===== config.mk =====
export PLATFORM = sky130hd
export DESIGN_NAME = lcd_driver_control
export DESIGN_NICKNAME = d
export VERILOG_FILES = /design/src/design/lcd_phase_gen.v /design/src/design/lcd_driver_control.v
export VERILOG_INCLUDE_DIRS = /design/src /design/src/design
export SDC_FILE = /design/constraint.sdc
export NUM_CORES = 1
export LEC_CHECK = 0
export ABC_AREA = 1
export BUFFER_PORTS_ARGS = -buffer_cell sky130_fd_sc_hd__buf_2
export CAP_MARGIN = 10
export CORE_ASPECT_RATIO = 2
export CORE_UTILIZATION = 50
export DETAILED_ROUTE_END_ITERATION = 16
export GPL_TIMING_DRIVEN = 0
export PLACE_DENSITY = 0.78
export SYNTH_ARGS = -nofsm -noshare
export SYNTH_HDL_FRONTEND = slang
export SYNTH_SLANG_ARGS = --single-unit

===== constraint.sdc =====
create_clock -name pclk -period 1.75 [get_ports pclk]
set_input_delay 0.4375 -clock pclk [delete_from_list [all_inputs] [get_ports pclk]]
set_output_delay 0.4375 -clock pclk [all_outputs]
set_load 0.03 [all_outputs]

===== src/design/lcd_ctrl_regs.vh =====
// Purpose: constants for the lcd driver control block
// Assumes: 32-bit apb, byte addresses, 100 MHz pclk
// Notes:
// Contract
// - display reset is not-enable OR sleep OR mcu reset float hold.
// - enable cleared, no sleep, no mcu reset: reset display, drive lines low.
// - sleep resets display and drives lines low even with enable set.
// - mcu reset resets display and floats all lines for its whole duration.
// - mcu reset display hold lasts reset delay plus startup settle time.
// - watchdog reset during idle or sleep is not an mcu reset.
// - four common lines at fixed 1/4 duty, four divisions per frame.
// - waveform type a or b by control bit; type b lower frequency.
// - bias kind bit picks resistor or pump; pump runs only in pump kind.
// - in pump kind a two-bit field picks the bias source.
// - pump boosts only when source is external supply pin.
// - enable zero stops all drive waveforms.
// - enable is zero after power-on.
// - source 00 external, 01 reference, 10 core to middle, 11 core to top.
// - bias kind 0 resistor, 1 charge pump.
`ifndef LCD_CTRL_REGS_VH
`define LCD_CTRL_REGS_VH
`define CTRL_OFS        12'h000
`define STATUS_OFS      12'h004
`define CTRL_RESET      32'h0000_0000
`define EN_BIT          0
`define SRC_LSB         4
`define SRC_MSB         5
`define BIAS_BIT        6
`define TYPE_BIT        7
`define SRC_EXT         2'b00
`define SRC_REF         2'b01
`define SRC_CORE_MID    2'b10
`define SRC_CORE_TOP    2'b11
`define RSTD_NS         1000
`define SST_NS          1000
`define PCLK_NS         10
`define HOLD_CYCLES     ((`RSTD_NS + `SST_NS + `PCLK_NS - 1) / `PCLK_NS)
`define DIV_A           16
`endif


===== src/design/lcd_phase_gen.v =====
// Purpose: common phase and half-period generator
// Assumes: clear held while display reset
// Notes: type b doubles the divider so its drive frequency is half
`timescale 1ns/1ns
module lcd_phase_gen #(
  parameter DIV = 16
) (
  input  wire       clk,        // clock
  input  wire       rst_n,      // async reset
  input  wire       clear,      // synchronous hold
  input  wire       type_b,     // waveform type b
  output reg  [1:0] phase,      // active common
  output reg        polarity    // ac inversion
);
  localparam [15:0] DIV_W = DIV;
  reg [15:0] cnt_q;
  wire [15:0] limit = type_b ? {DIV_W[14:0], 1'b0} - 16'd1 : DIV_W - 16'd1;
  always @(posedge clk or negedge rst_n)
  begin
    if (!rst_n)
    begin
      cnt_q    <= 16'h0000;
      phase    <= 2'h0;
      polarity <= 1'b0;
    end
    else if (clear)
    begin
      cnt_q    <= 16'h0000;
      phase    <= 2'h0;
      polarity <= 1'b0;
    end
    else if (cnt_q >= limit)
    begin
      cnt_q <= 16'h0000;
      phase <= phase + 2'h1;
      if (phase == 2'h3 || type_b)
        polarity <= ~polarity;
    end
    else
      cnt_q <= cnt_q + 16'h0001;
  end
endmodule


===== src/design/lcd_driver_control.v =====
// Purpose: lcd driver control, reset and output state
// Assumes: mcu_reset, sleep and wdt inputs are asynchronous pins
// Notes: segment data comes from display memory outside this block
//
// Implementation choices: the APB interface to the registers and the register offsets.
`timescale 1ns/1ns
`include "lcd_ctrl_regs.vh"
module lcd_driver_control #(
  parameter NSEG        = 8,
  parameter HOLD_CYCLES = `HOLD_CYCLES,
  parameter DIV         = `DIV_A
) (
  input  wire            pclk,          // clock
  input  wire            presetn,       // async reset, active low
  input  wire            psel,          // apb select
  input  wire            penable,       // apb enable
  input  wire            pwrite,        // apb direction
  input  wire [11:0]     paddr,         // apb address
  input  wire [31:0]     pwdata,        // apb write data
  output reg  [31:0]     prdata,        // apb read data
  output reg             pready,        // apb ready
  output reg             pslverr,       // apb error
  input  wire            mcu_reset,     // mcu reset request, high
  input  wire            wdt_reset,     // reset source is watchdog time-out
  input  wire            idle_mode,     // device in idle
  input  wire            sleep_mode,    // device in sleep
  input  wire [4*NSEG-1:0] seg_data,    // pixel bits, 4 per segment line
  output reg  [3:0]      com_level,     // common drive level
  output reg  [3:0]      com_oe_n,      // common enable, low drives
  output reg  [NSEG-1:0] segment_line,  // segment drive level
  output reg  [NSEG-1:0] seg_oe_n,      // segment enable, low drives
  output reg             pump_enable,   // charge pump run
  output reg             pump_boost,    // pump raises above supply
  output reg  [1:0]      pump_source,   // decoded source select
  output reg             display_reset  // internal display reset
);
  localparam [15:0] HOLD_W = HOLD_CYCLES;
  reg [31:0] ctrl_q;
  reg [2:0]  rst_s, slp_s, wdt_s, idl_s;
  reg        mrst_q, slp_q;
  reg [15:0] hold_q;
  wire       display_enable      = ctrl_q[`EN_BIT];
  wire [1:0] pump_source_select  = ctrl_q[`SRC_MSB:`SRC_LSB];
  wire       bias_kind_select    = ctrl_q[`BIAS_BIT];
  wire       wave_type_b         = ctrl_q[`TYPE_BIT];
  wire [1:0] phase;
  wire       polarity;
  // three stages; a reset or sleep level counts once stages two and three agree, watchdog and idle use stage three
  always @(posedge pclk or negedge presetn)
  begin
    if (!presetn)
    begin
      rst_s  <= 3'h0;
      slp_s  <= 3'h0;
      wdt_s  <= 3'h0;
      idl_s  <= 3'h0;
      mrst_q <= 1'b0;
      slp_q  <= 1'b0;
    end
    else
    begin
      rst_s <= {rst_s[1:0], mcu_reset};
      slp_s <= {slp_s[1:0], sleep_mode};
      wdt_s <= {wdt_s[1:0], wdt_reset};
      idl_s <= {idl_s[1:0], idle_mode};
      if (rst_s[2] == rst_s[1])
        mrst_q <= rst_s[2] & ~(wdt_s[2] & (idl_s[2] | slp_s[2]));
      if (slp_s[2] == slp_s[1])
        slp_q <= slp_s[2];
    end
  end
  // the float hold outlives the pin so the panel sees the full delay plus settle
  wire floating = mrst_q | (hold_q != 16'h0000);
  always @(posedge pclk or negedge presetn)
  begin
    if (!presetn)
      hold_q <= 16'h0000;
    else if (mrst_q)
      hold_q <= HOLD_W;
    else if (hold_q != 16'h0000)
      hold_q <= hold_q - 16'h0001;
  end
  wire rst_d = ~display_enable | slp_q | floating;
  // apb slave, zero wait states
  wire setup = psel & ~penable;
  // a write lands only at the access edge where ready is seen high
  wire access = psel & penable & pready;
  always @(posedge pclk or negedge presetn)
  begin
    if (!presetn)
    begin
      ctrl_q  <= `CTRL_RESET;
      prdata  <= 32'h0000_0000;
      pready  <= 1'b0;
      pslverr <= 1'b0;
    end
    else
    begin
      pready  <= setup;
      pslverr <= setup & (paddr != `CTRL_OFS) & (paddr != `STATUS_OFS);
      if (access & pwrite & (paddr == `CTRL_OFS))
        ctrl_q <= {24'h000000, pwdata[7:4], 3'h0, pwdata[0]};
      if (setup & ~pwrite)
      begin
        if (paddr == `CTRL_OFS)
          prdata <= ctrl_q;
        else if (paddr == `STATUS_OFS)
          prdata <= {26'h0, pump_boost, pump_enable, floating, slp_q, mrst_q, rst_d};
        else
          prdata <= 32'h0000_0000;
      end
    end
  end
  lcd_phase_gen #(
    .DIV      (DIV)
  ) u_phase (
    .clk      (pclk),
    .rst_n    (presetn),
    .clear    (rst_d),
    .type_b   (wave_type_b),
    .phase    (phase),
    .polarity (polarity)
  );
  function pix_on;
    input [4*NSEG-1:0] d;
    input integer      s;
    input [1:0]        p;
    begin
      pix_on = d[4*s + p];
    end
  endfunction
  // level encoding is digital: 1 = select level at polarity 0, all bits inverted at polarity 1
  always @(posedge pclk or negedge presetn)
  begin
    if (!presetn)
    begin
      com_level     <= 4'h0;
      com_oe_n      <= 4'hF;
      display_reset <= 1'b1;
      pump_enable   <= 1'b0;
      pump_boost    <= 1'b0;
      pump_source   <= `SRC_EXT;
    end
    else
    begin
      display_reset <= rst_d;
      pump_enable   <= bias_kind_select & ~rst_d;
      pump_source   <= bias_kind_select ? pump_source_select : `SRC_EXT;
      pump_boost    <= bias_kind_select & ~rst_d &
                       (pump_source_select == `SRC_EXT);
      com_oe_n      <= floating ? 4'hF : 4'h0;
      if (rst_d)
        com_level <= 4'h0;
      else
        com_level <= (4'h1 << phase) ^ {4{polarity}};
    end
  end
  genvar g;
  generate
    for (g = 0; g < NSEG; g = g + 1)
    begin : seg_drv
      always @(posedge pclk or negedge presetn)
      begin
        if (!presetn)
        begin
          segment_line[g] <= 1'b0;
          seg_oe_n[g]     <= 1'b1;
        end
        else
        begin
          seg_oe_n[g] <= floating;
          if (rst_d)
            segment_line[g] <= 1'b0;
          else
            segment_line[g] <= pix_on(seg_data, g, phase) ^ polarity;
        end
      end
    end
  endgenerate
endmodule


==> qor.csv, run 1 <==
metric;value;unit
critPathMaxStageDelay;0.54;ns
cts_made_buffers;9;
ant_nets;0;
grt_overflow;0;
clockBufferDepth;2;
fmax;580.5;MHz
peakVddDrop;555.6;uV
diodes;0;
path_common_cell;buf_4;
critPathKind;reg -> out;
synth_area;4235;sq um
hp-start;mcu_reset;
initial_core_util;51.44;%
power.leakage;2.930;nW
avgSynthCellArea;8.574;sq um
hold_end;rst_s[0];
fp-row-count;47;
vias_per_cell;4.803;
startpoint_type;register;
die_area;8865;sq um
fin_nets;731;
cpMaxStageDelayCell;dfstp_2;
wl_per_cell;12.13;microns
fp.dieH;132.2;microns
reg2reg_to;prdata[0];
drv_cap;0;
fp.dieW;67.08;microns
cts_tree;yes;
synth_ff_type;dfrtp_1;
grt_pass1_wl;14880;microns
status;finished clean;
initialDrtViolationCount;161;
worstSkewPairLatency;0.33;ns
crit_arrival;1.29;ns
hold_violations;0;
fin_skew;0.006792;ns
fillers;692;
cp_max_fo;6;
coreArea;8233;sq um
ys_warn_count;0;
drive_gt1_share;31.42;%
synthDistinctLibCells;35;
power.density;892.0;nW/um^2
ctsHtreeMaxLevel;3;
syn_inst;494;
grt.total_usage;22.35;%
post-route-period-util;98.43;%
area_growth;25.52;%
synth_edf_count;0;
crit_chain;buf_4 > buf_4 > buf_2;
cp-end-kind;primary output;
io_buffers;96;
drv_slew;0;
ys_seq_elements;82;
place_inst;722;
holdPathStages;1;
num_vias;3559;
first_pass_iters;5;
final_cells;741;
r2r_setup_slack;0.16;ns
drc_errors;0;
async_reset_ff_share;100.0;%
setup_violations;0;
seq_area_frac_synth;48.51;%
hold_class;in -> reg;
cts-root-buf;clkbuf_16;
place_hpwl;6810;microns
wl;8989;microns
power;4.742;mW
grt_max_degree;61;
min_period;1.723;ns
clk_pin_slew;0.06;ns
grt_pass1_vias;3466;
gp_congestion;0.8757;
clock-sinks;82;
worstReg2RegStart;hold_q[6];
antenna_found_initial;0;
cp.required;1.31;ns
rr_worst_depth;8;
io_pins;148;
-- layout by cell type, fill, tap and decap left out, drive strengths merged --
cell type / synthesis / routed
maj3: 1 / 1
o31ai: 2 / 2
nand4: 11 / 11
a31o: 1 / 1
buf: 46 / 143
nand3: 57 / 57
bufinv: 0 / 1
o22ai: 1 / 1
clkinv: 3 / 6
ha: 8 / 8
nor2: 75 / 75
dfrtp: 80 / 80
a21oi: 1 / 1
o21bai: 1 / 1
dlygate4sd3: 0 / 1
or2: 4 / 4
clkbuf: 0 / 14
conb: 1 / 34
o21ai: 7 / 7
nor3: 8 / 8
inv: 42 / 42
dfstp: 2 / 2
o21a: 1 / 1
xnor2: 5 / 5
nand2: 125 / 125
xor2: 12 / 12
-- through the flow --
step	setup TNS (ns)	setup WS (ns)	util, %	instance area, sq um	hold WS [ns]
2_1_floorplan	0	0.3184	-	4359	0.1419
5_1_grt	-0.04943	-0.01342	64.57	5316	0.1956
6_report	0	0.02748	64.57	5316	0.2066
4_1_cts	0	0.01311	64.18	5284	0.1917
3_5_place_dp	0	0.1134	60.64	4992	0.3362
3_3_place_gp	-23.18	-0.2980	60.27	4962	0.3329
-- cells in the mapped netlist, types with 2 or more instances --
library cell / number / area share, %
nand2_1: 121 / 11
dfrtp_1: 80 / 47
nor2_1: 57 / 5.1
nand3_1: 55 / 6.5
inv_1: 40 / 3.5
buf_4: 38 / 6.7
xor2_1: 12 / 2.5
nor2_2: 11 / 1.6
nand4_1: 10 / 1.5
ha_1: 8 / 2.4
nor2_4: 7 / 1.9
nor3_2: 6 / 1.4
buf_2: 5 / 0.59
o21ai_0: 5 / 0.59
xnor2_1: 5 / 1.0
nand2_2: 4 / 0.59
or2_2: 4 / 0.59
buf_6: 3 / 0.80
clkinv_2: 2 / 0.24
dfstp_2: 2 / 1.2
nand3_2: 2 / 0.47
nor3_1: 2 / 0.24
o21ai_1: 2 / 0.24
o31ai_1: 2 / 0.35
-- metal layers --
metal | track usage, % | wire, microns | vias to the layer above
met3 | 3.979 | 378 | 30
met2 | 39.67 | 5087 | 131
met5 | 0 | 0 | -
met1 | 22.84 | 3196 | 1628
met4 | 13.83 | 327 | 0
li1 | - | - | 1770
-- what timing repair did --
| action | in CTS | in global routing |
|---|---|---|
| hold buffers | 1 | 0 |
| setup buffers | 0 | 2 |
| endpoints found under the setup margin | 0 | 33 |
| hold endpoints to repair | 13 | 0 |
| resized for setup | 0 | 11 |
-- cell families after synthesis --
family                     after synthesis  share of synthesized area [%]
adders and majority gates                9                          2.600
buffers and inverters                   91                          12.23
xor gates and xnor gates                17                          3.515
AOI/OAI and AO/OA                       14                          2.009
other                                    1                        0.08854
and+or+nand+nor                        280                          31.05
DFF                                     82                          48.51
-- report_power, final --
part	internal (mW)	switching, mW
registers	2.01	0.121
logic	0.306	0.510
clock network	1.10	0.701
-- area by class of cell --
class	instances	area, sq um	share of cell area [%]
Clock inverter	4	45.04	0.8473
Tap cell	98	122.6	2.306
Timing Repair Buffer	100	553.0	10.40
Buffer	46	344.1	6.472
Inverter	45	173.9	3.271
Sequential cell	82	2054	38.64
Clock buffer	12	236.5	4.448
Multi-Input combinational cell	354	1787	33.61
-- critical path, delay by kind of cell, from the launching register on --
family / cells / cell delay (ns)
flip-flops: 1 / 0.54
buffers and inverters: 3 / 0.42
-- worst max-delay path by stage --
stage | end | depth (start not counted) | slack (ns) | start
global placement | pump_source[1] | 1 | -0.30 | presetn
finish | com_oe_n[3] | 3 | 0.03 | com_oe_n[2]
floorplan | u_phase.cnt_q[0] | 9 | 0.32 | hold_q[0]
CTS | seg_oe_n[6] | 2 | 0.01 | com_oe_n[2]
detailed placement | u_phase.phase[0] | 10 | 0.11 | hold_q[0]
global route | com_oe_n[2] | 3 | -0.01 | com_oe_n[2]
-- flip-flops by register name, summed over array words and instances, names as in the netlist --
name / flops
hold_q: 16
u_phase.cnt_q: 16
prdata: 8
segment_line: 8
ctrl_q: 5
com_level: 4
idl_s: 3
rst_s: 3
slp_s: 3
wdt_s: 3
pump_source: 2
u_phase.phase: 2
com_oe_n: 1
display_reset: 1
mrst_q: 1
pready: 1
pslverr: 1
pump_boost: 1
pump_enable: 1
slp_q: 1
u_phase.polarity: 1
(Power assumes the default switching activity.)
==> run 2, diff against run 1 <==
CORE_ASPECT_RATIO = 1.5   (was 2)
==> qor.csv, run 2 (synthesis gave the netlist of run 1 again) <==
metric;value;unit;change
ctsHtreeMaxLevel;3;;unchanged
diodes;0;;unchanged
critPathMaxStageDelay;0.55;ns;was 0.54 ns
fillers;698;;was 692
startpoint_type;register;;unchanged
fp.dieW;77.15;microns;was 67.08 microns
fin_skew;0.005526;ns;was 0.006792 ns
antenna_found_initial;0;;unchanged
power;4.735;mW;was 4.742 mW
peakVddDrop;651.7;uV;was 555.6 uV
clockBufferDepth;2;;unchanged
p_switching;1.324;mW;was 1.331 mW
hold_violations;0;;unchanged
cp_num_buf_inv;3;;unchanged
swShare;27.95;%;was 28.08%
reg.largest.list;hold_q: 16 flops, u_phase.cnt_q: 16 flops;;unchanged
cpMaxStageDelayCell;dfstp_2;;unchanged
ff_latch_area;2054;sq um;unchanged
place_hpwl;6299;microns;was 6810 microns
grt_pass1_vias;3488;;was 3,466
fmax;587.9;MHz;was 580.5 MHz
ant_nets;0;;unchanged
first_pass_iters;4;;was 5
cp-end-kind;primary output;;unchanged
min_period;1.701;ns;was 1.723 ns
fin_nets;731;;unchanged
post_dp_cell_area;5001;sq um;was 4992 sq um
cts_tree;yes;;unchanged
pwr-share-comb;17.1;%;was 17.2%
crit_arrival;1.26;ns;was 1.29 ns
clk_pin_slew;0.06;ns;about the same
status;finished clean;;unchanged
layout_common_cells;121 x nand2_1, 91 x buf_2, 80 x dfrtp_1;;was 121 x nand2_1, 93 x buf_2, 80 x dfrtp_1
worstSkewPairLatency;0.33;ns;about the same
clock-sinks;82;;unchanged
cp_max_fo;6;;unchanged
critPathKind;reg -> out;;unchanged
crit_family;flip-flops;;unchanged
hold_class;in -> reg;;unchanged
r2r_setup_slack;0.18;ns;was 0.16 ns
holdWs;0.2104;ns;was 0.2066 ns
mostFrequentLayoutCell;nand2_1;;unchanged
pwr-share-clk;38.0;%;was 37.9%
io_pins;148;;unchanged
setup_violations;0;;unchanged
internal_power;3.412;mW;was 3.411 mW
grt.total_usage;20.45;%;was 22.35%
initialDrtViolationCount;181;;was 161
fp-row-count;40;;was 47
drive_gt1_share;31.42;%;unchanged
cts_made_buffers;9;;unchanged
grt_max_degree;63;;was 61
grt_overflow;0;;unchanged
io_buffers;96;;unchanged
power.density;887.3;nW/um^2;was 892.0 nW/um^2
cts-root-buf;clkbuf_16;;unchanged
area_growth;26.00;%;was 25.52%
cp.required;1.31;ns;about the same
power.leakage;2.929;nW;was 2.930 nW
crit_chain;buf_4 > buf_4 > buf_4;;was buf_4 > buf_4 > buf_2
grt_pass1_wl;14370;microns;was 14,880 microns
vias_per_cell;4.723;;was 4.803
coreArea;8108;sq um;was 8233 sq um
num_vias;3533;;was 3,559
wl;8337;microns;was 8989 microns
seqPwrFrac;44.9;%;was 44.8%
multi_input_area;1787;sq um;unchanged
drv_slew;0;;unchanged
fp.dieH;114.7;microns;was 132.2 microns
design_area;5336;sq um;was 5316 sq um
initial_core_util;52.24;%;was 51.44%
drc_errors;0;;unchanged
gp_congestion;0.8617;;was 0.8757
die_area;8850;sq um;was 8865 sq um
wl_per_cell;11.15;microns;was 12.13 microns
post-route-period-util;97.21;%;was 98.43%
path_common_cell;buf_4;;unchanged
postLayoutCoreUtil;65.82;%;was 64.57%
drv_cap;0;;unchanged
run 2: cell count changes in the layout (fill, tap and decap cells not counted), moves of 2 or more:
| cell | change |
|---|---|
| buf_4 | +4 |
| buf_2 | -2 |
| clkbuf_4 | -2 |
| clkinvlp_4 | +2 |
run 2: worst paths after layout:
kind                                          to  cells past startpoint         from
worst max-delay path                 com_oe_n[2]                      3  com_oe_n[2]
worst min-delay path                    wdt_s[0]                      1    wdt_reset
worst max register to register  u_phase.cnt_q[4]                      9    hold_q[1]
worst min register to register          wdt_s[1]                      0     wdt_s[0]
max in group asynchronous          display_reset                      3      presetn
min in group asynchronous               wdt_s[0]                      2      presetn
run 2: routing by layer:
layer	track usage, %	vias to the layer above	part of all wire [%]
met5	0	-	0
met3	4.622	18	4.8
met1	22.16	1614	39
met2	37.29	122	54
li1	-	1779	-
met4	10.06	0	2.5
run 2: stage by stage:
step | setup TNS, ns | worst slack (ns) | instances
after floorplan | 0 | 0.3184 | 527
after global placement | -23.99 | -0.3072 | 728
after detailed placement | 0 | 0.1033 | 729
after CTS | 0 | 0.02467 | 746
after global routing | -0.001637 | -0.001637 | 748
final | 0 | 0.04890 | 748
run 2: layout make-up:
cell class / instances / share of cell area (%)
multi-input combinational: 354 / 33.48
clock inverter: 5 / 1.032
clock buffer: 11 / 4.361
buffer: 46 / 6.448
sequential: 82 / 38.50
tap: 105 / 2.462
timing repair buffer: 100 / 10.46
inverter: 45 / 3.259
run 2: worst reg2reg max path, stage by stage (launching register included):
cell and delay (ns):
dfrtp_1 0.40, inv_1 0.11, ha_1 0.19, inv_1 0.05, nor2_1 0.11, nand2_1 0.10
nor2_4 0.13, nand4_4 0.12, buf_6 0.18, nor3_2 0.11
run 2: repair_timing:
item	CTS	global route
gates resized for setup	0	16
hold buffers	1	0
endpoints found under the setup margin	0	22
buffers inserted	0	2
endpoints found under the hold margin	19	0
run 2: power groups by stage:
stage                     registers, mW  clock network (mW)  logic [mW]
after detailed placement           2.15                   0       0.796
final                              2.13                1.80       0.810
after global placement             2.15                   0       0.762
after global routing               2.14                1.92       0.921
after floorplan                    2.13                   0       0.588
after CTS                          2.12                1.84       0.807
==> run 3, diff against run 2 <==
CORE_MARGIN = 2   (was not set)
PLACE_DENSITY = 0.87   (was 0.78)
==> qor.csv, run 3 (synthesis gave the netlist of run 1 again) <==
metric;value;unit;change
place_hpwl;6972;microns;was 6299 microns
min_period;1.719;ns;was 1.701 ns
crit_chain;buf_4 > buf_4;;was buf_4 > buf_4 > buf_4
wl;9442;microns;was 8337 microns
fin_skew;0.006387;ns;was 0.005526 ns
antenna_found_initial;0;;unchanged
power.leakage;2.945;nW;was 2.929 nW
cts_setup_buffers;0;;unchanged
swShare;27.30;%;was 27.95%
initialDrtViolationCount;241;;was 181
first_pass_iters;5;;was 4
multi_input_area;1787;sq um;unchanged
seqPwrFrac;43.0;%;was 44.9%
drv_cap;0;;unchanged
internal_power;3.594;mW;was 3.412 mW
hold_class;in -> reg;;unchanged
cp_max_fo;12;;was 6
path_common_cell;buf_4;;unchanged
die_area;9238;sq um;was 8850 sq um
io_pins;148;;unchanged
power;4.943;mW;was 4.735 mW
gp_congestion;0.8795;;was 0.8617
initial_core_util;50.96;%;was 52.24%
critPathMaxStageDelay;0.65;ns;was 0.55 ns
fmax;581.7;MHz;was 587.9 MHz
clock-sinks;82;;unchanged
cts_made_buffers;9;;unchanged
num_vias;3657;;was 3,533
io_buffers;96;;unchanged
pwr-share-clk;40.4;%;was 38.0%
cpMaxStageDelayCell;dfstp_2;;unchanged
cp-end-kind;primary output;;unchanged
startpoint_type;register;;unchanged
post-route-period-util;98.23;%;was 97.21%
pwr-share-comb;16.6;%;was 17.1%
status;finished clean;;unchanged
critPathKind;reg -> out;;unchanged
setup_violations;0;;unchanged
fp-row-count;41;;was 40
coreArea;8310;sq um;was 8108 sq um
ctsHtreeMaxLevel;3;;unchanged
wl_per_cell;12.62;microns;was 11.15 microns
cp.required;1.31;ns;about the same
area_growth;26.59;%;was 26.00%
grt.total_usage;20.60;%;was 20.45%
fillers;672;;was 698
clockBufferDepth;2;;unchanged
ff_latch_area;2054;sq um;unchanged
layout_common_cells;121 x nand2_1, 89 x buf_2, 80 x dfrtp_1;;was 121 x nand2_1, 91 x buf_2, 80 x dfrtp_1
drc_errors;0;;unchanged
worstSkewPairLatency;0.33;ns;about the same
design_area;5361;sq um;was 5336 sq um
peakVddDrop;610.2;uV;was 651.7 uV
cts_tree;yes;;unchanged
ant_nets;0;;unchanged
grt_pass1_wl;14890;microns;was 14,370 microns
place_ws;0.07151;ns;was 0.1033 ns
cts-root-buf;clkbuf_16;;unchanged
grt_overflow;0;;unchanged
diodes;0;;unchanged
fin_nets;729;;was 731
fp.dieH;116.7;microns;was 114.7 microns
fp.dieW;79.15;microns;was 77.15 microns
grt_pass1_vias;3538;;was 3,488
mostFrequentLayoutCell;nand2_1;;unchanged
drv_slew;0;;unchanged
hold_violations;0;;unchanged
clk_pin_slew;0.06;ns;about the same
vias_per_cell;4.889;;was 4.723
post_dp_cell_area;5004;sq um;was 5001 sq um
finalWorstSetupSlack;0.03089;ns;was 0.04890 ns
power.density;922.0;nW/um^2;was 887.3 nW/um^2
p_switching;1.349;mW;was 1.324 mW
reg.largest.list;hold_q: 16 flops, u_phase.cnt_q: 16 flops;;unchanged
crit_arrival;1.28;ns;was 1.26 ns
grt_max_degree;63;;unchanged
drive_gt1_share;31.36;%;was 31.42%
postLayoutCoreUtil;64.51;%;was 65.82%
run 3: changes by cell type in the layout (fill, tap and decap cells not counted), sizes merged:
cell	before	now
clkinvlp	2	1
buf	145	143
bufinv	1	2
run 3: final cells by class:
type                            count  share of cell area [%]
Tap cell                          107                   2.497
Clock buffer                       11                   4.527
Clock inverter                      5                   1.447
Buffer                             46                   6.418
Inverter                           45                   3.244
Sequential cell                    82                   38.32
Multi-Input combinational cell    354                   33.33
Timing Repair Buffer               98                   10.22
run 3: worst max-delay path, delay by kind of cell (launching register included):
family / cells / cell delay, ns
buf+inv: 2 / 0.30
flops: 1 / 0.65
run 3: what timing repair did:
item | 4_1_cts | 5_1_grt
hold endpoints to repair | 11 | 0
hold buffers | 1 | 0
resized for setup | 0 | 12
setup endpoints to repair | 0 | 34
run 3: final timing paths:
path | start | to | cells past startpoint | slack [ns]
min in group asynchronous | presetn | hold_q[9] | 2 | 0.54
max | com_oe_n[2] | com_oe_n[3] | 2 | 0.03
max in group asynchronous | presetn | display_reset | 3 | 0.58
max reg2reg | hold_q[0] | u_phase.phase[0] | 10 | 0.13
min | idle_mode | idl_s[0] | 1 | 0.21
min reg2reg | idl_s[0] | idl_s[1] | 0 | 0.35
run 3: layer usage:
| metal | global-route usage (%) | part of all wire, % |
|---|---|---|
| met5 | 0 | 0 |
| met4 | 9.770 | 2.5 |
| met3 | 4.328 | 4.5 |
| met2 | 39.32 | 56 |
| met1 | 21.13 | 37 |
run 3: power groups by stage:
stage          clock network [mW]  registers [mW]  logic (mW)
6_report                     2.00            2.13       0.820
5_1_grt                      2.09            2.14       0.925
4_1_cts                      2.02            2.12       0.816
3_5_place_dp                    0            2.15       0.803
3_3_place_gp                    0            2.15       0.761
2_1_floorplan                   0            2.13       0.588
run 3: metrics by stage:
| step | cells | hold WS [ns] | TNS (ns) |
|---|---|---|---|
| floorplan | 527 | 0.1419 | 0 |
| global placement | 730 | 0.3337 | -21.64 |
| detailed placement | 731 | 0.3358 | 0 |
| CTS | 748 | 0.2032 | 0 |
| global route | 748 | 0.2018 | -0.02228 |
| finish | 748 | 0.2112 | 0 |
